===== src/shadow_xfer_cfg.svh =====
`ifndef SHADOW_XFER_CFG_SVH
`define SHADOW_XFER_CFG_SVH

// ----------------------------------------
// Parameter RAM window
// ----------------------------------------
`define PRAM_LO      16'h0580
`define PRAM_HI      16'h05E1
`define BASE0_LO     16'h059E
`define BASE0_HI     16'h059F
`define BASE1_LO     16'h05A0
`define BASE1_HI     16'h05A1
`define CFG_BYTE_LO  16'h05A2
`define LOAD_FIRST   16'h059E

// ----------------------------------------
// Config byte layout and reset values
// ----------------------------------------
`define CFG_TRIG_MSB 3
`define CFG_TRIG_LSB 0
`define CFG_EN_BIT   4
`define CFG_RESET    8'h00
`define BASE_RESET   16'h1000
`define CAT1_ADDR    16'h0084

`endif


===== src/shadow_xfer_pkg.sv =====
`default_nettype none
package shadow_xfer_pkg;
	typedef enum logic [3:0]
	{
		TRIG_ALWAYS = 4'h0,
		TRIG_DIST_CLOCK_SYNC_PULSE_0,
		TRIG_DIST_CLOCK_SYNC_PULSE_1,
		TRIG_DIST_CLOCK_LATCH_IN_0,
		TRIG_DIST_CLOCK_LATCH_IN_1,
		TRIG_SOF,
		TRIG_EOF,
		TRIG_HOST_SEL,
		TRIG_HOST_DESEL,
		TRIG_CTL_SEL,
		TRIG_CTL_DESEL,
		TRIG_PRE_COPY,
		TRIG_POST_COPY,
		TRIG_PWM_ZERO,
		TRIG_NEVER,
		TRIG_ALWAYS_ALT
	} trig_src_t;
	typedef enum {SEQ_IDLE, SEQ_PRE, SEQ_SCAN, SEQ_WAIT, SEQ_POST} seq_state_t;
	typedef enum {LD_REQ, LD_WAIT, LD_DONE} load_state_t;
endpackage : shadow_xfer_pkg
`default_nettype wire


===== src/seq_if.sv =====
`timescale 1ns/1ps
`default_nettype none
interface seq_if #(parameter int N = 8, parameter int IDX_W = 3);
	logic             start;
	logic             busy;
	logic             pre;
	logic             post;
	logic             issue;
	logic             done;
	logic [IDX_W-1:0] idx;
	logic [N-1:0]     en;
	logic [N-1:0]     dir;
	logic [15:0]      base0;
	logic [15:0]      base1;
	modport seq (input start, en, dir, base0, base1,
		output busy, pre, post, issue, done, idx);
	modport ctl (output start, en, dir, base0, base1,
		input busy, pre, post, issue, done, idx);
endinterface : seq_if
`default_nettype wire


===== src/pin_edge_detect.sv =====
`timescale 1ns/1ps
`default_nettype none
module pin_edge_detect
#(
	parameter int               WIDTH      = 6,
	parameter logic [WIDTH-1:0] RESET_LVL  = '0
)
(
	input  wire logic             core_clk,
	input  wire logic             rst_b,
	input  wire logic [WIDTH-1:0] pin_in,
	output var  logic [WIDTH-1:0] rise,
	output var  logic [WIDTH-1:0] fall
);
	logic [WIDTH-1:0] meta_q;
	logic [WIDTH-1:0] sync_q;
	logic [WIDTH-1:0] agree_q;
	logic [WIDTH-1:0] level_q;

	always_ff @(posedge core_clk or negedge rst_b)
	begin
		if (!rst_b)
		begin
			meta_q  <= RESET_LVL;
			sync_q  <= RESET_LVL;
			agree_q <= RESET_LVL;
			level_q <= RESET_LVL;
			rise    <= '0;
			fall    <= '0;
		end
		else
		begin
			meta_q  <= pin_in;
			sync_q  <= meta_q;
			agree_q <= sync_q;
			// Level moves only when the last two stages agree
			level_q <= (sync_q & agree_q) | (level_q & (sync_q | agree_q));
			rise    <= ~level_q & sync_q & agree_q;
			fall    <= level_q & ~sync_q & ~agree_q;
		end
	end
endmodule : pin_edge_detect
`default_nettype wire


===== src/copy_sequencer.sv =====
`timescale 1ns/1ps
`default_nettype none
module copy_sequencer
	import shadow_xfer_pkg::*;
#(
	parameter int             N        = 8,
	parameter int             IDX_W    = 3,
	parameter int             BE_W     = 4,
	parameter logic [3*N-1:0] REG_SIZE = {N{3'd4}}
)
(
	input  wire logic            core_clk,
	input  wire logic            rst_b,
	seq_if.seq                   s,
	output var  logic            ram_req,
	output var  logic            ram_we,
	output var  logic [15:0]     ram_addr,
	output var  logic [BE_W-1:0] ram_be,
	input  wire logic            ram_ack
);
	seq_state_t       state_q;
	logic [IDX_W-1:0] idx_q;
	logic [15:0]      off0_q;
	logic [15:0]      off1_q;
	logic [2:0]       size;
	logic             last;

	function automatic logic [15:0] slot_of(input logic [2:0] sz);
		logic [3:0] t;
		t = {1'b0, sz} + 4'h3;
		return {12'h000, t[3:2], 2'b00};
	endfunction : slot_of

	function automatic logic [BE_W-1:0] be_of(input logic [2:0] sz);
		logic [BE_W-1:0] b;
		b = '0;
		for (int k = 0; k < BE_W; k++)
			b[k] = (k < int'(sz));
		return b;
	endfunction : be_of

	assign size    = REG_SIZE[3*idx_q +: 3];
	assign last    = (idx_q == IDX_W'(N-1));
	assign s.idx   = idx_q;
	assign s.busy  = (state_q != SEQ_IDLE);
	assign s.pre   = (state_q == SEQ_PRE);
	assign s.post  = (state_q == SEQ_POST);
	assign s.issue = (state_q == SEQ_SCAN) && s.en[idx_q];
	assign s.done  = (state_q == SEQ_WAIT) && ram_ack;

	// ----------------------------------------
	// Walk of enabled registers
	// ----------------------------------------
	// one pass copies every enabled register
	always_ff @(posedge core_clk or negedge rst_b)
	begin
		if (!rst_b)
		begin
			state_q <= SEQ_IDLE;
			idx_q   <= '0;
		end
		else
		begin
			case (state_q)
				SEQ_IDLE: if (s.start) state_q <= SEQ_PRE;
				SEQ_PRE:
				begin
					idx_q   <= '0;
					state_q <= SEQ_SCAN;
				end
				SEQ_SCAN:
				begin
					if (s.en[idx_q])
						state_q <= SEQ_WAIT;
					else if (last)
						state_q <= SEQ_POST;
					else
						idx_q <= idx_q + 1'b1;
				end
				SEQ_WAIT:
				begin
					if (ram_ack && last)
						state_q <= SEQ_POST;
					else if (ram_ack)
					begin
						idx_q   <= idx_q + 1'b1;
						state_q <= SEQ_SCAN;
					end
				end
				default: state_q <= SEQ_IDLE;
			endcase
		end
	end

	always_ff @(posedge core_clk or negedge rst_b)
	begin
		if (!rst_b)
		begin
			ram_req  <= 1'b0;
			ram_we   <= 1'b0;
			ram_addr <= '0;
			ram_be   <= '0;
			off0_q   <= '0;
			off1_q   <= '0;
		end
		else if (s.pre)
		begin
			off0_q <= '0;
			off1_q <= '0;
		end
		else if (s.issue)
		begin
			ram_req <= 1'b1;
			ram_we  <= s.dir[idx_q];
			ram_be  <= be_of(size);
			if (s.dir[idx_q])
			begin
				ram_addr <= s.base1 + off1_q;
				off1_q   <= off1_q + slot_of(size);
			end
			else
			begin
				ram_addr <= s.base0 + off0_q;
				off0_q   <= off0_q + slot_of(size);
			end
		end
		else if (s.done)
			ram_req <= 1'b0;
	end
endmodule : copy_sequencer
`default_nettype wire


===== src/shadow_xfer.sv =====
`timescale 1ns/1ps
`default_nettype none
`include "shadow_xfer_cfg.svh"
module shadow_xfer
	import shadow_xfer_pkg::*;
#(
	parameter int                    NUM_REGS  = 8,
	parameter int                    IDX_W     = 3,
	parameter int                    DATA_W    = 32,
	parameter logic [NUM_REGS-1:0]   REG_DIR   = 8'hF0,
	parameter logic [3*NUM_REGS-1:0] REG_SIZE  = {NUM_REGS{3'd4}},
	parameter logic [15:0]           CAT1_ADDR = `CAT1_ADDR
)
(
	input  wire logic                       core_clk,
	input  wire logic                       rst_b,
	input  wire logic                       dist_clock_sync_pulse_0,
	input  wire logic                       dist_clock_sync_pulse_1,
	input  wire logic                       dist_clock_latch_in_0,
	input  wire logic                       dist_clock_latch_in_1,
	input  wire logic                       host_port_chip_select_n,
	input  wire logic                       control_port_chip_select_n,
	input  wire logic                       frame_start,
	input  wire logic                       frame_end,
	input  wire logic                       pwm_zero_pulse,
	input  wire logic                       param_wr,
	input  wire logic [15:0]                param_addr,
	input  wire logic [7:0]                 param_wdata,
	output var  logic                       cfg_mem_req,
	output var  logic [15:0]                cfg_mem_addr,
	input  wire logic [7:0]                 cfg_mem_rdata,
	input  wire logic                       cfg_mem_ack,
	output var  logic                       config_loaded,
	input  wire logic                       ctl_wr,
	input  wire logic                       ctl_rd,
	input  wire logic [IDX_W-1:0]           ctl_idx,
	input  wire logic [DATA_W-1:0]          ctl_wdata,
	output var  logic [DATA_W-1:0]          ctl_rdata,
	output var  logic                       ctl_rvalid,
	input  wire logic                       bridge_start,
	output var  logic                       bridge_busy,
	output var  logic                       ram_req,
	output var  logic                       ram_we,
	output var  logic [15:0]                ram_addr,
	output var  logic [DATA_W/8-1:0]        ram_be,
	output var  logic [DATA_W-1:0]          ram_wdata,
	input  wire logic [DATA_W-1:0]          ram_rdata,
	input  wire logic                       ram_ack,
	output var  logic [NUM_REGS*DATA_W-1:0] func_wr_data,
	input  wire logic [NUM_REGS*DATA_W-1:0] func_rd_data
);
	localparam int         LOAD_LEN = 4 + NUM_REGS;
	localparam logic [5:0] PIN_IDLE = 6'h30;

	// ----------------------------------------
	// Storage
	// ----------------------------------------
	logic [7:0]        cfg_q    [NUM_REGS];
	logic [15:0]       base0_q;
	logic [15:0]       base1_q;
	logic [DATA_W-1:0] live_q   [NUM_REGS];
	logic [DATA_W-1:0] shadow_q [NUM_REGS];
	load_state_t       ld_state_q;
	logic [6:0]        ld_cnt_q;
	logic              pw_en;
	logic [15:0]       pw_addr;
	logic [7:0]        pw_data;
	logic [5:0]        pin_rise;
	logic [5:0]        pin_fall;
	logic [2:0]        local_prev_q;
	logic [2:0]        local_rise;
	logic [15:0]       ev_vec;
	logic [NUM_REGS-1:0] hit;

	seq_if #(.N(NUM_REGS), .IDX_W(IDX_W)) s ();

	function automatic logic [3:0] cfg_trig(input logic [7:0] c);
		return c[`CFG_TRIG_MSB:`CFG_TRIG_LSB];
	endfunction : cfg_trig

	function automatic logic cfg_en(input logic [7:0] c);
		return c[`CFG_EN_BIT];
	endfunction : cfg_en

	// ----------------------------------------
	// Trigger sources
	// ----------------------------------------
	pin_edge_detect #(
		.WIDTH     (6),
		.RESET_LVL (PIN_IDLE)
	) u_pins (
		.core_clk (core_clk),
		.rst_b    (rst_b),
		.pin_in   ({control_port_chip_select_n, host_port_chip_select_n,
			dist_clock_latch_in_1, dist_clock_latch_in_0,
			dist_clock_sync_pulse_1, dist_clock_sync_pulse_0}),
		.rise     (pin_rise),
		.fall     (pin_fall)
	);

	always_ff @(posedge core_clk or negedge rst_b)
	begin
		if (!rst_b)
			local_prev_q <= '0;
		else
			local_prev_q <= {pwm_zero_pulse, frame_end, frame_start};
	end
	assign local_rise = {pwm_zero_pulse, frame_end, frame_start} & ~local_prev_q;

	always_comb
	begin
		ev_vec = '0;
		ev_vec[TRIG_ALWAYS]     = 1'b1;
		ev_vec[TRIG_ALWAYS_ALT] = 1'b1;
		ev_vec[TRIG_DIST_CLOCK_SYNC_PULSE_0]      = pin_rise[0];
		ev_vec[TRIG_DIST_CLOCK_SYNC_PULSE_1]      = pin_rise[1];
		ev_vec[TRIG_DIST_CLOCK_LATCH_IN_0]     = pin_rise[2];
		ev_vec[TRIG_DIST_CLOCK_LATCH_IN_1]     = pin_rise[3];
		ev_vec[TRIG_SOF]        = local_rise[0];
		ev_vec[TRIG_EOF]        = local_rise[1];
		ev_vec[TRIG_HOST_SEL]   = pin_fall[4];
		ev_vec[TRIG_HOST_DESEL] = pin_rise[4];
		ev_vec[TRIG_CTL_SEL]    = pin_fall[5];
		ev_vec[TRIG_CTL_DESEL]  = pin_rise[5];
		ev_vec[TRIG_PRE_COPY]   = s.pre;
		ev_vec[TRIG_POST_COPY]  = s.post;
		ev_vec[TRIG_PWM_ZERO]   = local_rise[2];
		ev_vec[TRIG_NEVER]      = 1'b0;
	end

	// ----------------------------------------
	// Config load and run-time writes
	// ----------------------------------------
	// load from category 1 block
	always_ff @(posedge core_clk or negedge rst_b)
	begin
		if (!rst_b)
		begin
			ld_state_q   <= LD_REQ;
			ld_cnt_q     <= '0;
			cfg_mem_req  <= 1'b0;
			cfg_mem_addr <= '0;
		end
		else
		begin
			case (ld_state_q)
				LD_REQ:
				begin
					cfg_mem_req  <= 1'b1;
					cfg_mem_addr <= CAT1_ADDR + (`LOAD_FIRST - `PRAM_LO) + {9'h000, ld_cnt_q};
					ld_state_q   <= LD_WAIT;
				end
				LD_WAIT:
				begin
					if (cfg_mem_ack)
					begin
						cfg_mem_req <= 1'b0;
						ld_cnt_q    <= ld_cnt_q + 1'b1;
						if (ld_cnt_q == 7'(LOAD_LEN - 1))
							ld_state_q <= LD_DONE;
						else
							ld_state_q <= LD_REQ;
					end
				end
				default: ld_state_q <= LD_DONE;
			endcase
		end
	end
	assign config_loaded = (ld_state_q == LD_DONE);

	// Run-time writes wait for the load; loss during load is preferred to a race
	always_comb
	begin
		if (ld_state_q == LD_WAIT)
		begin
			pw_en   = cfg_mem_ack;
			pw_addr = `LOAD_FIRST + {9'h000, ld_cnt_q};
			pw_data = cfg_mem_rdata;
		end
		else
		begin
			pw_en   = param_wr && config_loaded;
			pw_addr = param_addr;
			pw_data = param_wdata;
		end
	end

	always_ff @(posedge core_clk or negedge rst_b)
	begin
		if (!rst_b)
		begin
			base0_q <= `BASE_RESET;
			base1_q <= `BASE_RESET;
			for (int k = 0; k < NUM_REGS; k++)
				cfg_q[k] <= `CFG_RESET;
		end
		else if (pw_en)
		begin
			if (pw_addr == `BASE0_LO)
				base0_q[7:0] <= pw_data;
			else if (pw_addr == `BASE0_HI)
				base0_q[15:8] <= pw_data;
			else if (pw_addr == `BASE1_LO)
				base1_q[7:0] <= pw_data;
			else if (pw_addr == `BASE1_HI)
				base1_q[15:8] <= pw_data;
			else if (pw_addr >= `CFG_BYTE_LO && pw_addr <= `PRAM_HI
				&& pw_addr < `CFG_BYTE_LO + 16'(NUM_REGS))
				cfg_q[IDX_W'(pw_addr - `CFG_BYTE_LO)] <= pw_data;
		end
	end

	// ----------------------------------------
	// Memory bridge pass
	// ----------------------------------------
	assign s.start     = bridge_start && config_loaded;
	assign s.dir       = REG_DIR;
	assign s.base0     = base0_q;
	assign s.base1     = base1_q;
	assign bridge_busy = s.busy;

	copy_sequencer #(
		.N        (NUM_REGS),
		.IDX_W    (IDX_W),
		.BE_W     (DATA_W/8),
		.REG_SIZE (REG_SIZE)
	) u_seq (
		.core_clk (core_clk),
		.rst_b    (rst_b),
		.s        (s.seq),
		.ram_req  (ram_req),
		.ram_we   (ram_we),
		.ram_addr (ram_addr),
		.ram_be   (ram_be),
		.ram_ack  (ram_ack)
	);

	always_ff @(posedge core_clk or negedge rst_b)
	begin
		if (!rst_b)
			ram_wdata <= '0;
		else if (s.issue)
			ram_wdata <= shadow_q[s.idx];
	end

	// ----------------------------------------
	// Control port read-back
	// ----------------------------------------
	// mapped regs still readable
	always_ff @(posedge core_clk or negedge rst_b)
	begin
		if (!rst_b)
		begin
			ctl_rdata  <= '0;
			ctl_rvalid <= 1'b0;
		end
		else
		begin
			ctl_rvalid <= ctl_rd;
			if (ctl_rd)
				ctl_rdata <= live_q[ctl_idx];
		end
	end

	// ----------------------------------------
	// Per-register live and shadow copies
	// ----------------------------------------
	for (genvar i = 0; i < NUM_REGS; i++)
	begin : g_reg
		assign s.en[i] = cfg_en(cfg_q[i]);
		assign hit[i]  = cfg_en(cfg_q[i]) && ev_vec[cfg_trig(cfg_q[i])];
		assign func_wr_data[i*DATA_W +: DATA_W] = live_q[i];

		always_ff @(posedge core_clk or negedge rst_b)
		begin
			if (!rst_b)
				live_q[i] <= '0;
			else if (REG_DIR[i])
				live_q[i] <= func_rd_data[i*DATA_W +: DATA_W];
			else if (hit[i])
				live_q[i] <= shadow_q[i];
			else if (ctl_wr && ctl_idx == IDX_W'(i) && !s.en[i])
				live_q[i] <= ctl_wdata;
		end

		always_ff @(posedge core_clk or negedge rst_b)
		begin
			if (!rst_b)
				shadow_q[i] <= '0;
			else if (REG_DIR[i] && hit[i])
				shadow_q[i] <= live_q[i];
			else if (!REG_DIR[i] && s.done && s.idx == IDX_W'(i))
				shadow_q[i] <= ram_rdata;
		end

	end
endmodule : shadow_xfer
`default_nettype wire


===== config.mk =====
export PLATFORM = sky130hd
export DESIGN_NAME = shadow_xfer
export DESIGN_NICKNAME = d
export VERILOG_FILES = /design/src/shadow_xfer_pkg.sv /design/src/seq_if.sv /design/src/pin_edge_detect.sv /design/src/copy_sequencer.sv /design/src/shadow_xfer.sv
export VERILOG_INCLUDE_DIRS = /design/src
export SDC_FILE = /design/constraint.sdc
export NUM_CORES = 1
export LEC_CHECK = 0
export ABC_CLOCK_PERIOD_IN_PS = 2640
export BUFFER_PORTS_ARGS = -buffer_cell sky130_fd_sc_hd__clkbuf_2
export CAP_MARGIN = 10
export CORE_AREA = 3 3 288 290
export CTS_BUF_LIST = sky130_fd_sc_hd__clkbuf_8
export DETAILED_ROUTE_END_ITERATION = 6
export DIE_AREA = 0 0 291 293
export PLACE_DENSITY = 0.64
export SYNTH_ARGS = -nofsm -noshare
export SYNTH_HDL_FRONTEND = slang
export SYNTH_SLANG_ARGS = --single-unit

===== constraint.sdc =====
create_clock -name core_clk -period 2.64 [get_ports core_clk]
set_input_delay 0.792 -clock core_clk [delete_from_list [all_inputs] [get_ports core_clk]]
set_output_delay 0.792 -clock core_clk [all_outputs]
set_load 0.02 [all_outputs]

# Word-level counts from Yosys, hierarchy flattened

Memory sizes are Yosys's and may differ from the RTL's.
Cells that the tools add are included.

Bits in registers: 857
ROM bits: 8
Input bits: 372
Output and inout bits: 362
Memories kept: 1

Add/subtract/negate cells: 10
Multipliers: 1
$lt $le $gt $ge: 20
Equal/unequal tests: 31
Shift-type cells: 1
Multiplexer cells: 64
Bitwise operators: 21
Reductions and logical operators: 59

Memory list:

| memory           | depth | bits a word | rd ports | clocked after Yosys merged registers in | write ports | line                  | source |
|---|---|---|---|---|---|---|---|
| (name not given) | 8     | 1           | 1        | 0                                       | 0           | copy_sequencer.sv:114 | `ram_we <= s.dir[idx_q];` |

Operators by type and width:

| operator                                                             | count |
|---|---|
| two-way mux 32 bit                                                   | 18 |
| binary-select mux 32 bit (select 3 bit)                              | 2 |
| == test 32 x 2 -> 1 bit (second input constant)                      | 4 |
| two-way mux 16 bit                                                   | 8 |
| case mux 32 bit (4 select lines)                                     | 1 |
| == test 32 x 3 -> 1 bit (second input constant)                      | 3 |
| bitwise mux 64 bit                                                   | 1 |
| == test 16 x 11 -> 1 bit (second input constant)                     | 4 |
| == test 32 x 1 -> 1 bit (second input constant)                      | 2 |
| zero test 32 bit                                                     | 2 |
| case mux 32 bit (2 select lines)                                     | 1 |
| < comparator 4 x 5 -> 1 bit (second input constant)                  | 8 |
| AND 6 bit                                                            | 6 |
| adder 16 bit                                                         | 2 |
| adder 16 x 4 -> 16 bit                                               | 2 |
| binary-select mux 1 bit (select 4 bit)                               | 8 |
| == test 32 x 4 -> 1 bit (second input constant)                      | 1 |
| nonzero test 32 bit                                                  | 1 |
| logical AND 1 bit                                                    | 28 |
| demux 8 bit (select 3 bit)                                           | 1 |
| indexed part select 24 x 6 -> 3 bit (first input constant)           | 1 |
| NOT 6 bit                                                            | 3 |
| greater-or-equal comparator 16 x 11 -> 1 bit (second input constant) | 1 |
| less-or-equal comparator 16 x 11 -> 1 bit (second input constant)    | 1 |
| other kinds (41)                                                     | 98 |

# Logic depth before layout (Yosys ltp)

Gate-level depths: netlist of run 1.

Depth in word-level cells: 9
Depth in mapped cells: 11

# Modules after synthesis

Synthesis of run 1 repeated with hierarchy kept, for this count alone.

Cells, all modules: 2467
Area total of the unflattened synthesis: 34055.2 um^2

By module, submodules not included:

| module          | instances | cells an instance | area each (um^2) |
|---|---|---|---|
| shadow_xfer     | 1         | 1993              | 29170.5 |
| copy_sequencer  | 1         | 420               | 3802.4 |
| pin_edge_detect | 1         | 54                | 1082.3 |

# Worst setup path after synthesis of run 1

OpenSTA, ideal clock, no wires.

Path kind: input to register
Start: in frame_start
End: reg shadow_q[10] in the netlist's numbering
Library setup time: 128 ps
Arrival: 2610 ps
Data required time: 2512 ps
Path slack: -98 ps
Stages: 7
Buffers on the path: 2
Cells stage by stage: nor2b_1 -> mux4_2 -> mux4_2 -> and2_1 -> clkbuf_1 -> buf_2 -> mux2_1

Word-level cells in the longest chain between the ends: 4

RTL lines:

| what                                    | line               | source |
|---|---|---|
| start, declared                         | shadow_xfer.sv:23  | `input wire logic frame_start,` |
| AND 3 bit                               | shadow_xfer.sv:108 | `assign local_rise = {pwm_zero_pulse, frame_end, frame_start} & ~local_prev_q;` |
| binary-select mux 1 bit (select 4 bit)  | shadow_xfer.sv:271 | `assign hit[i] = cfg_en(cfg_q[i]) && ev_vec[cfg_trig(cfg_q[i])];` |
| two-way mux 1 bit (implied by the code) | shadow_xfer.sv:271 |  |
| logical AND 1 bit                       | shadow_xfer.sv:271 |  |
| end signal, assigned by index           | shadow_xfer.sv:291 | `shadow_q[i] <= live_q[i];` |
| end signal, assigned by index           | shadow_xfer.sv:293 | `shadow_q[i] <= ram_rdata;` |
| end, declared                           | shadow_xfer.sv:62  | `logic [DATA_W-1:0] shadow_q [NUM_REGS];` |

Every way passes these cells. The select of a mux whose other input is x is not followed.
A chain may end at the register's enable or synchronous reset.

# Worst setup path in the final report of run 1

Start: reg u_seq.state_q[1]
End: out bridge_busy

Word-level cells in the longest chain between the ends: 1

RTL lines:

| what                   | line                 | source |
|---|---|---|
| start, declared        | copy_sequencer.sv:21 | `seq_state_t state_q;` |
| start signal, assigned | copy_sequencer.sv:59 | `state_q <= SEQ_IDLE;` |
| start signal, assigned | copy_sequencer.sv:65 | `SEQ_IDLE: if (s.start) state_q <= SEQ_PRE;` |
| start signal, assigned | copy_sequencer.sv:69 | `state_q <= SEQ_SCAN;` |
| nonzero test 32 bit    | copy_sequencer.sv:45 | `assign s.busy = (state_q != SEQ_IDLE);` |
| end, declared          | shadow_xfer.sv:41    | `output var logic bridge_busy,` |

Every way passes these cells.

==> metrics.txt, run 1 <==
# TYPE chip_impl_metric gauge
chip_impl_metric{name="post_drt_wl_per_cell",unit="um"} 25.0
chip_impl_metric{name="routabilityCongestion",unit=""} 0.890
chip_impl_metric{name="max_freq",unit="MHz"} 375
chip_impl_info{name="grt_setup_unrepaired",value="yes"} 1
chip_impl_metric{name="power.switching_fraction",unit="%"} 37.9
chip_impl_metric{name="power_density",unit="mW/mm^2"} 1060
chip_impl_metric{name="ys_async_sr_fraction",unit="%"} 100
chip_impl_info{name="layout_commonest_cell",value="sky130_fd_sc_hd__dfrtp_1"} 1
chip_impl_metric{name="vias_in_the_first_global_route",unit=""} 25700
chip_impl_metric{name="totalWireLength",unit="um"} 113000
chip_impl_metric{name="insertion_delay_to_the_later_sink_of_the_worst_skew_pair",unit="ps"} 830
chip_impl_metric{name="cp_data_arrival_time",unit="ps"} 1870
chip_impl_metric{name="finalCoreUtilization",unit="%"} 52.1
chip_impl_metric{name="route.vias.total",unit=""} 24900
chip_impl_metric{name="layout_nets",unit=""} 3760
chip_impl_metric{name="fp.dieW",unit="um"} 291
chip_impl_info{name="netlist_top_cells_area",value="sky130_fd_sc_hd__dfrtp_1 55%, sky130_fd_sc_hd__mux4_2 10%, sky130_fd_sc_hd__mux2_1 10%, sky130_fd_sc_hd__nand2_1 4.8%, sky130_fd_sc_hd__a22oi_1 3.0%"} 1
chip_impl_metric{name="core.rowCount",unit=""} 104
chip_impl_metric{name="preCtsSetupSlack",unit="ps"} -237
chip_impl_metric{name="post_route_cells_drive_above_1_share",unit="%"} 35.0
chip_impl_metric{name="seq_power_share",unit="%"} 39.6
chip_impl_metric{name="ys.warnings.count",unit=""} 0
chip_impl_metric{name="dp_hpwl",unit="um"} 78700
chip_impl_metric{name="route.detailed.vias_per_inst",unit=""} 5.51
chip_impl_metric{name="drt_drc_violations_left",unit=""} 0
chip_impl_metric{name="synth.ff_latch_count",unit=""} 756
chip_impl_metric{name="clk_transition_reported_paths",unit="ps"} 70
chip_impl_info{name="status",value="complete, but fails checks"} 1
chip_impl_metric{name="synth.distinct_cells",unit=""} 65
chip_impl_metric{name="final-hold-violation-count",unit=""} 0
chip_impl_metric{name="drtPass1Iterations",unit=""} 6
chip_impl_metric{name="max_cap_violations",unit=""} 0
chip_impl_info{name="critPathLaunchType",value="flip-flop"} 1
chip_impl_metric{name="synth_top_area_share",unit="%"} 55.5
chip_impl_metric{name="slew_headroom",unit="%"} 48.2
chip_impl_info{name="clock-root-buffer",value="sky130_fd_sc_hd__clkbuf_8"} 1
chip_impl_metric{name="grt_start_max_net_pins",unit=""} 80
chip_impl_info{name="failing_checks",value="negative setup slack"} 1
chip_impl_metric{name="p_leak",unit="uW"} 0.0207
chip_impl_metric{name="fp.dieH",unit="um"} 293
chip_impl_info{name="tritoncts",value="built"} 1
chip_impl_metric{name="power_frac_clock",unit="%"} 24.0
chip_impl_metric{name="worstPathRequired",unit="ps"} 1850
chip_impl_info{name="critical_path.endpoint_type",value="output port"} 1
chip_impl_metric{name="setup_tns",unit="ps"} -25.2
chip_impl_metric{name="gr-total-overflow",unit=""} 0
chip_impl_metric{name="max-clock-path-buffers",unit=""} 3
chip_impl_metric{name="synthCells",unit=""} 2625
chip_impl_metric{name="design.portCount",unit=""} 734
chip_impl_metric{name="detail_route.iter0.violations",unit=""} 1870
chip_impl_info{name="most-common-layout-cells",value="743 x sky130_fd_sc_hd__dfrtp_1, 592 x sky130_fd_sc_hd__clkbuf_2, 432 x sky130_fd_sc_hd__nand2_1, 267 x sky130_fd_sc_hd__mux2_1, 161 x sky130_fd_sc_hd__clkbuf_8"} 1
chip_impl_metric{name="netSwitchingPower",unit="uW"} 16800
chip_impl_info{name="min_path_type",value="input port to flip-flop"} 1
chip_impl_metric{name="final_skew",unit="ps"} 40.4
chip_impl_metric{name="grt_pass1_wl",unit="um"} 168000
chip_impl_metric{name="worst_slew_pin_slew",unit="ps"} 775
chip_impl_metric{name="drv_slew",unit=""} 0
chip_impl_metric{name="die_area",unit="sq mm"} 0.0853
chip_impl_metric{name="clock_sinks",unit=""} 756
chip_impl_metric{name="layout-area-overhead-vs-synth",unit="%"} 24.8
chip_impl_info{name="critical_path_class",value="flip-flop to output port"} 1
chip_impl_metric{name="io_buffer_count",unit=""} 598
chip_impl_metric{name="worst_path_max_fanout",unit=""} 2
chip_impl_metric{name="postLayoutSetupSlackWorst",unit="ps"} -25.2
chip_impl_metric{name="internal_power",unit="uW"} 27600
chip_impl_metric{name="cts-htree-levels",unit=""} 4
chip_impl_metric{name="drtAntennaViolNets",unit=""} 0
chip_impl_info{name="synth-main-ff-cell",value="sky130_fd_sc_hd__dfrtp_1"} 1
chip_impl_metric{name="period_minus_slack",unit="ps"} 2670
chip_impl_metric{name="grt_use_total",unit="%"} 26.2
chip_impl_metric{name="tritoncts.num_buffers",unit=""} 137
chip_impl_metric{name="peakVddDrop",unit="mV"} 0.654
chip_impl_metric{name="floorplan.initialDensity",unit="%"} 41.8
chip_impl_metric{name="synth_area",unit="sq mm"} 0.0337
chip_impl_metric{name="timing.hold.ws",unit="ps"} 71.8
chip_impl_metric{name="synth.avg_cell_area",unit="sq um"} 12.8
chip_impl_metric{name="antenna_violations_before_repair",unit=""} 16
chip_impl_info{name="synthDominantAreaCellType",value="sky130_fd_sc_hd__dfrtp_1"} 1
chip_impl_metric{name="seq_total_area_yosys",unit="%"} 56.3
chip_impl_metric{name="min_period_over_period",unit="%"} 101
chip_impl_metric{name="coreArea",unit="sq mm"} 0.0805
chip_impl_metric{name="post_synth_edffs",unit=""} 0
chip_impl_metric{name="combinationalPowerShare",unit="%"} 36.5
chip_impl_metric{name="setup-violations-final",unit=""} 1
## metrics by stage
step | power (uW) | instance area (sq um) | instances
5_1_grt | 46900 | 42000 | 4508
2_1_floorplan | 26900 | 33800 | 2631
3_5_place_dp | 33500 | 39200 | 4264
3_3_place_gp | 33200 | 39200 | 4264
6_report | 44400 | 42000 | 4509
4_1_cts | 44400 | 41800 | 4499
## kinds of logic (layout without fill, tap and decap cells)
kind of cell / after synthesis / count (layout) / synth area share [%]
AO/OA/AOI/OAI: 352 / 352 / 6.93
XOR/XNOR: 53 / 53 / 1.38
other: 1 / 15 / 0.0111
adder cells (fa/ha/maj): 42 / 42 / 1.52
multiplexers: 527 / 527 / 22.8
buffers and inverters: 205 / 1015 / 2.58
flip-flops: 756 / 756 / 56.3
AND/OR/NAND/NOR: 689 / 689 / 8.50
## cells in the mapped netlist (9+ instances only)
cell type	n
sky130_fd_sc_hd__buf_2	20
sky130_fd_sc_hd__mux2_4	30
sky130_fd_sc_hd__a21oi_1	62
sky130_fd_sc_hd__mux2_1	298
sky130_fd_sc_hd__ha_1	37
sky130_fd_sc_hd__o21ai_0	22
sky130_fd_sc_hd__o21ai_1	33
sky130_fd_sc_hd__a211oi_1	9
sky130_fd_sc_hd__clkbuf_1	108
sky130_fd_sc_hd__a31oi_1	47
sky130_fd_sc_hd__or3_1	10
sky130_fd_sc_hd__dfrtp_1	746
sky130_fd_sc_hd__mux4_2	150
sky130_fd_sc_hd__mux2i_1	47
sky130_fd_sc_hd__a22oi_1	133
sky130_fd_sc_hd__nand2_1	432
sky130_fd_sc_hd__and2_1	10
sky130_fd_sc_hd__xor2_1	23
sky130_fd_sc_hd__nand3_1	26
sky130_fd_sc_hd__nor2b_1	13
sky130_fd_sc_hd__nor3_1	14
sky130_fd_sc_hd__dfstp_2	10
sky130_fd_sc_hd__nor2_1	139
sky130_fd_sc_hd__buf_4	10
sky130_fd_sc_hd__nand4_1	12
sky130_fd_sc_hd__buf_1	33
sky130_fd_sc_hd__inv_1	28
sky130_fd_sc_hd__xnor2_1	30
## worst paths after layout
check                                             startpoint                           to  slack, ps  cells after the start
worst min-delay path                       func_rd_data[155]  func_wr_data[155]$_DFF_PN0_         70                      1
worst min register to register    u_pins.meta_q[3]$_DFF_PN0_   u_pins.sync_q[3]$_DFF_PN0_        350                      0
min in group asynchronous                              rst_b    ctl_rdata[26]$_DFFE_PN0P_        480                      2
worst max register to register  u_seq.state_q[0]$_DFFE_PN0P_     shadow_q[16]$_DFFE_PN0P_          0                      8
max in group asynchronous                              rst_b  func_wr_data[167]$_DFF_PN0_       1150                      4
worst max-delay path            u_seq.state_q[1]$_DFFE_PN0P_                  bridge_busy        -30                      3
## repair_timing
| item | in CTS | in global routing |
|---|---|---|
| endpoints found under the hold margin | 17 | 0 |
| resized for setup | 8 | 41 |
| setup buffers | 4 | 2 |
| pin swaps | 1 | 0 |
| endpoints found under the setup margin | 1 | 141 |
| hold buffers | 2 | 0 |
## worst max-delay path, cell delays in order, from the launching register on
cell and delay [ps]:
sky130_fd_sc_hd__dfrtp_1 390, sky130_fd_sc_hd__buf_6 130, sky130_fd_sc_hd__or3_4 410, sky130_fd_sc_hd__buf_8 150
## layer usage
layer  up-vias  GRT usage, %  routed length (um)
met5         -             0                  76
met3       218          7.31                8560
met2      1019          42.7               54100
met1     12700          34.0               46500
li1      10900             -                   -
met4        12          8.98                3270
## layout make-up
type | count | area [sq um]
timing repair buffer | 757 | 4850
tap | 1060 | 1330
multi-input combinational | 1670 | 14200
clock inverter | 68 | 362
clock buffer | 161 | 2220
sequential | 756 | 18900
fill | 7016 | 38500
antenna | 8 | 20.0
inverter | 29 | 109
## state kept, by name, summed over array words and instances, names as in the netlist, 7 cells and up
name            cells
base0_q            16
base1_q            16
cfg_mem_addr        9
cfg_q              40
ctl_rdata          32
func_wr_data      256
ld_cnt_q            7
ram_wdata          32
shadow_q          256
u_seq.off0_q       14
u_seq.off1_q       14
u_seq.ram_addr     16
## power by group through the flow
| stage | logic, uW | registers, uW | clock network (uW) |
|---|---|---|---|
| final | 16200 | 17600 | 10600 |
| after global routing | 17400 | 18000 | 11500 |
| after CTS | 16000 | 17500 | 10900 |
| after detailed placement | 15900 | 17700 | 0 |
| after global placement | 15600 | 17600 | 0 |
| after floorplan | 8710 | 18100 | 0 |
No activity file was read; power rests on OpenSTA's default activity.
==> inputs of run 2 (changes only) <==
- RECOVER_POWER: unset -> 100
==> run 2 against run 1 <==
- the flow finishes with violations (max-capacitance violations, max-slew violations, negative setup slack)
- non-clock buffer count is the same
- clock power hardly changed
- critical path depth stayed put
- register-to-register slack is essentially flat
- fmax rose by 0.18%
- total power shrank 1.6%
- via count barely moved
- setup slack better by 4.8 ps
- flip-flop and latch count is the same
- cell count unchanged
- largest power group unchanged
==> metrics.txt, run 2 (synthesis gave the netlist of run 1 again) <==
# TYPE chip_impl_metric gauge
chip_impl_info{name="status",value="complete, but fails checks"} 1
chip_impl_info{name="failing_checks",value="max-capacitance violations, max-slew violations, negative setup slack"} 1
chip_impl_metric{name="min_period_over_period",unit="%"} 101
chip_impl_info{name="tritoncts",value="built"} 1
chip_impl_metric{name="power_density",unit="mW/mm^2"} 1060
chip_impl_metric{name="gr-total-overflow",unit=""} 0
chip_impl_info{name="worstReg2RegStart",value="u_seq.state_q[0]$_DFFE_PN0P_"} 1
chip_impl_metric{name="worst_path_max_fanout",unit=""} 2
chip_impl_metric{name="hold_path_cell_cnt",unit=""} 1
chip_impl_metric{name="peakVddDrop",unit="mV"} 0.613
chip_impl_metric{name="period_minus_slack",unit="ps"} 2660
chip_impl_metric{name="drtPass1Iterations",unit=""} 6
chip_impl_metric{name="post_route_cells_drive_above_1_share",unit="%"} 23.4
chip_impl_metric{name="totalWireLength",unit="um"} 113000
chip_impl_metric{name="detail_route.iter0.violations",unit=""} 1848
chip_impl_metric{name="drt_drc_violations_left",unit=""} 0
chip_impl_metric{name="die_area",unit="sq mm"} 0.0853
chip_impl_metric{name="clock_sinks",unit=""} 756
chip_impl_metric{name="antenna_violations_before_repair",unit=""} 16
chip_impl_metric{name="fp.dieW",unit="um"} 291
chip_impl_metric{name="timing.hold.ws",unit="ps"} 84.7
chip_impl_metric{name="io_buffer_count",unit=""} 598
chip_impl_metric{name="slew_headroom",unit="%"} -28.5
chip_impl_info{name="min_path_type",value="input port to flip-flop"} 1
chip_impl_metric{name="layout-area-overhead-vs-synth",unit="%"} 21.9
chip_impl_metric{name="final.fill_count",unit=""} 7331
chip_impl_metric{name="dp_hpwl",unit="um"} 78700
chip_impl_metric{name="drv_slew",unit=""} 30
chip_impl_metric{name="final-seq-area",unit="sq mm"} 0.0189
chip_impl_info{name="layout_commonest_cell",value="sky130_fd_sc_hd__dfrtp_1"} 1
chip_impl_info{name="grt_setup_unrepaired",value="yes"} 1
chip_impl_info{name="hp-start",value="func_rd_data[155]"} 1
chip_impl_metric{name="numPlacedInstances",unit=""} 4264
chip_impl_metric{name="design.portCount",unit=""} 734
chip_impl_metric{name="layoutNonFillerInstCount",unit=""} 4509
chip_impl_metric{name="p_leak",unit="uW"} 0.0193
chip_impl_metric{name="max_cap_violations",unit=""} 1
chip_impl_info{name="critical_path_class",value="flip-flop to output port"} 1
chip_impl_metric{name="floorplan.initialDensity",unit="%"} 41.8
chip_impl_metric{name="final-hold-violation-count",unit=""} 0
chip_impl_metric{name="tritoncts.num_buffers",unit=""} 137
chip_impl_metric{name="cp_data_arrival_time",unit="ps"} 1870
chip_impl_metric{name="cts-htree-levels",unit=""} 4
chip_impl_info{name="critical_path.reg2reg.endpoint",value="shadow_q[16]$_DFFE_PN0P_"} 1
chip_impl_metric{name="layout_nets",unit=""} 3760
chip_impl_metric{name="setup-violations-final",unit=""} 2
chip_impl_metric{name="clk_transition_reported_paths",unit="ps"} 60
chip_impl_info{name="most-common-layout-cells",value="743 x sky130_fd_sc_hd__dfrtp_1, 432 x sky130_fd_sc_hd__nand2_1, 383 x sky130_fd_sc_hd__clkbuf_1, 274 x sky130_fd_sc_hd__mux2_1, 250 x sky130_fd_sc_hd__clkbuf_2"} 1
chip_impl_metric{name="drtAntennaViolNets",unit=""} 0
chip_impl_metric{name="max-clock-path-buffers",unit=""} 3
chip_impl_metric{name="postLayoutSetupSlackWorst",unit="ps"} -20.4
chip_impl_metric{name="final_skew",unit="ps"} 38.5
chip_impl_metric{name="worstPathRequired",unit="ps"} 1850
chip_impl_metric{name="fp.dieH",unit="um"} 293
chip_impl_metric{name="worst-r2r-setup-slack",unit="ps"} 0
chip_impl_metric{name="core.rowCount",unit=""} 104
chip_impl_metric{name="grt_start_max_net_pins",unit=""} 80
chip_impl_metric{name="vias_in_the_first_global_route",unit=""} 25700
chip_impl_metric{name="route.detailed.vias_per_inst",unit=""} 5.52
chip_impl_info{name="critPathLaunchType",value="flip-flop"} 1
chip_impl_metric{name="finalInstanceArea",unit="sq mm"} 0.0410
chip_impl_metric{name="insertion_delay_to_the_later_sink_of_the_worst_skew_pair",unit="ps"} 820
chip_impl_info{name="clock-root-buffer",value="sky130_fd_sc_hd__clkbuf_8"} 1
chip_impl_metric{name="grt_use_total",unit="%"} 26.2
chip_impl_info{name="hold-path-endpoint",value="func_wr_data[155]$_DFF_PN0_"} 1
chip_impl_metric{name="reg2regPathDepth",unit=""} 8
chip_impl_info{name="critical_path.endpoint_type",value="output port"} 1
chip_impl_metric{name="route.vias.total",unit=""} 24900
chip_impl_metric{name="worst_slew_pin_slew",unit="ps"} 1930
chip_impl_metric{name="routabilityCongestion",unit=""} 0.890
chip_impl_metric{name="grt_pass1_wl",unit="um"} 168000
chip_impl_metric{name="max_freq",unit="MHz"} 376
chip_impl_metric{name="post_drt_wl_per_cell",unit="um"} 25.0
chip_impl_info{name="crit_path_start",value="u_seq.state_q[1]$_DFFE_PN0P_"} 1
chip_impl_metric{name="dpl_cell_area",unit="sq mm"} 0.0392
chip_impl_metric{name="area_used_by_multi_input_combinational_logic",unit="sq mm"} 0.0141
chip_impl_metric{name="coreArea",unit="sq mm"} 0.0805
run 2: cell types whose count changed in the layout (fill, tap and decap cells not counted), moves of 4 or more:
cell,change
sky130_fd_sc_hd__dfstp_2,-4
sky130_fd_sc_hd__dfstp_1,+4
sky130_fd_sc_hd__o21ai_1,-14
sky130_fd_sc_hd__mux2_4,-7
sky130_fd_sc_hd__clkbuf_1,+383
sky130_fd_sc_hd__mux2_1,+7
sky130_fd_sc_hd__clkbuf_2,-342
sky130_fd_sc_hd__buf_4,-31
sky130_fd_sc_hd__o21ai_0,+14
sky130_fd_sc_hd__clkbuf_4,+13
sky130_fd_sc_hd__buf_12,-26
run 2: critical path, stage by stage (launching register included):
cell and delay, ps:
sky130_fd_sc_hd__dfrtp_1 390, sky130_fd_sc_hd__buf_6 130, sky130_fd_sc_hd__or3_4 410, sky130_fd_sc_hd__buf_8 150
run 2: final cells by class:
cell class                      instances  area share (%)
Clock inverter                         68           0.881
Multi-Input combinational cell       1670            34.4
Antenna cell                            8          0.0488
Sequential cell                       756            46.2
Timing Repair Buffer                  757            9.61
Tap cell                             1060            3.23
Clock buffer                          161            5.40
Inverter                               29           0.265
run 2: per-layer routing:
layer | wire (um) | global-route usage, %
met5 | 82 | 0
met4 | 3320 | 8.98
met3 | 9020 | 7.31
met2 | 54100 | 42.7
met1 | 46300 | 34.0
run 2: report_power, final:
| part | switching [uW] | internal (uW) |
|---|---|---|
| sequential | 2730 | 14800 |
| clock | 4990 | 5630 |
| combinational | 9030 | 6490 |
run 2: worst max-delay path by stage:
stage | end | slack [ps] | cells after the start
finish | bridge_busy | -20 | 3
CTS | bridge_busy | -100 | 3
floorplan | shadow_q[10]$_DFFE_PN0P_ | 10 | 7
detailed placement | func_wr_data[12]$_DFFE_PN0P_ | -240 | 8
global placement | func_wr_data[16]$_DFFE_PN0P_ | -210 | 8
global route | bridge_busy | -70 | 3
run 2: metrics by stage:
stage               total power (uW)  TNS, ps  worst slack (ps)  util (%)
detailed placement             33500   -33350              -237      48.6
floorplan                      26900        0              9.52         -
CTS                            44400     -101             -99.5      51.9
finish                         43700    -20.8             -20.4      50.9
global placement               33200   -30580              -215      48.6
global route                   46200    -2110             -70.4      50.9
run 2: timing repair:
item / CTS / global route
pin swaps: 1 / 0
gates resized for setup: 8 / 41
endpoints found under the setup margin: 1 / 141
endpoints found under the hold margin: 17 / 0
setup buffers: 4 / 2
gates cloned: 0 / 0
hold buffers: 2 / 0
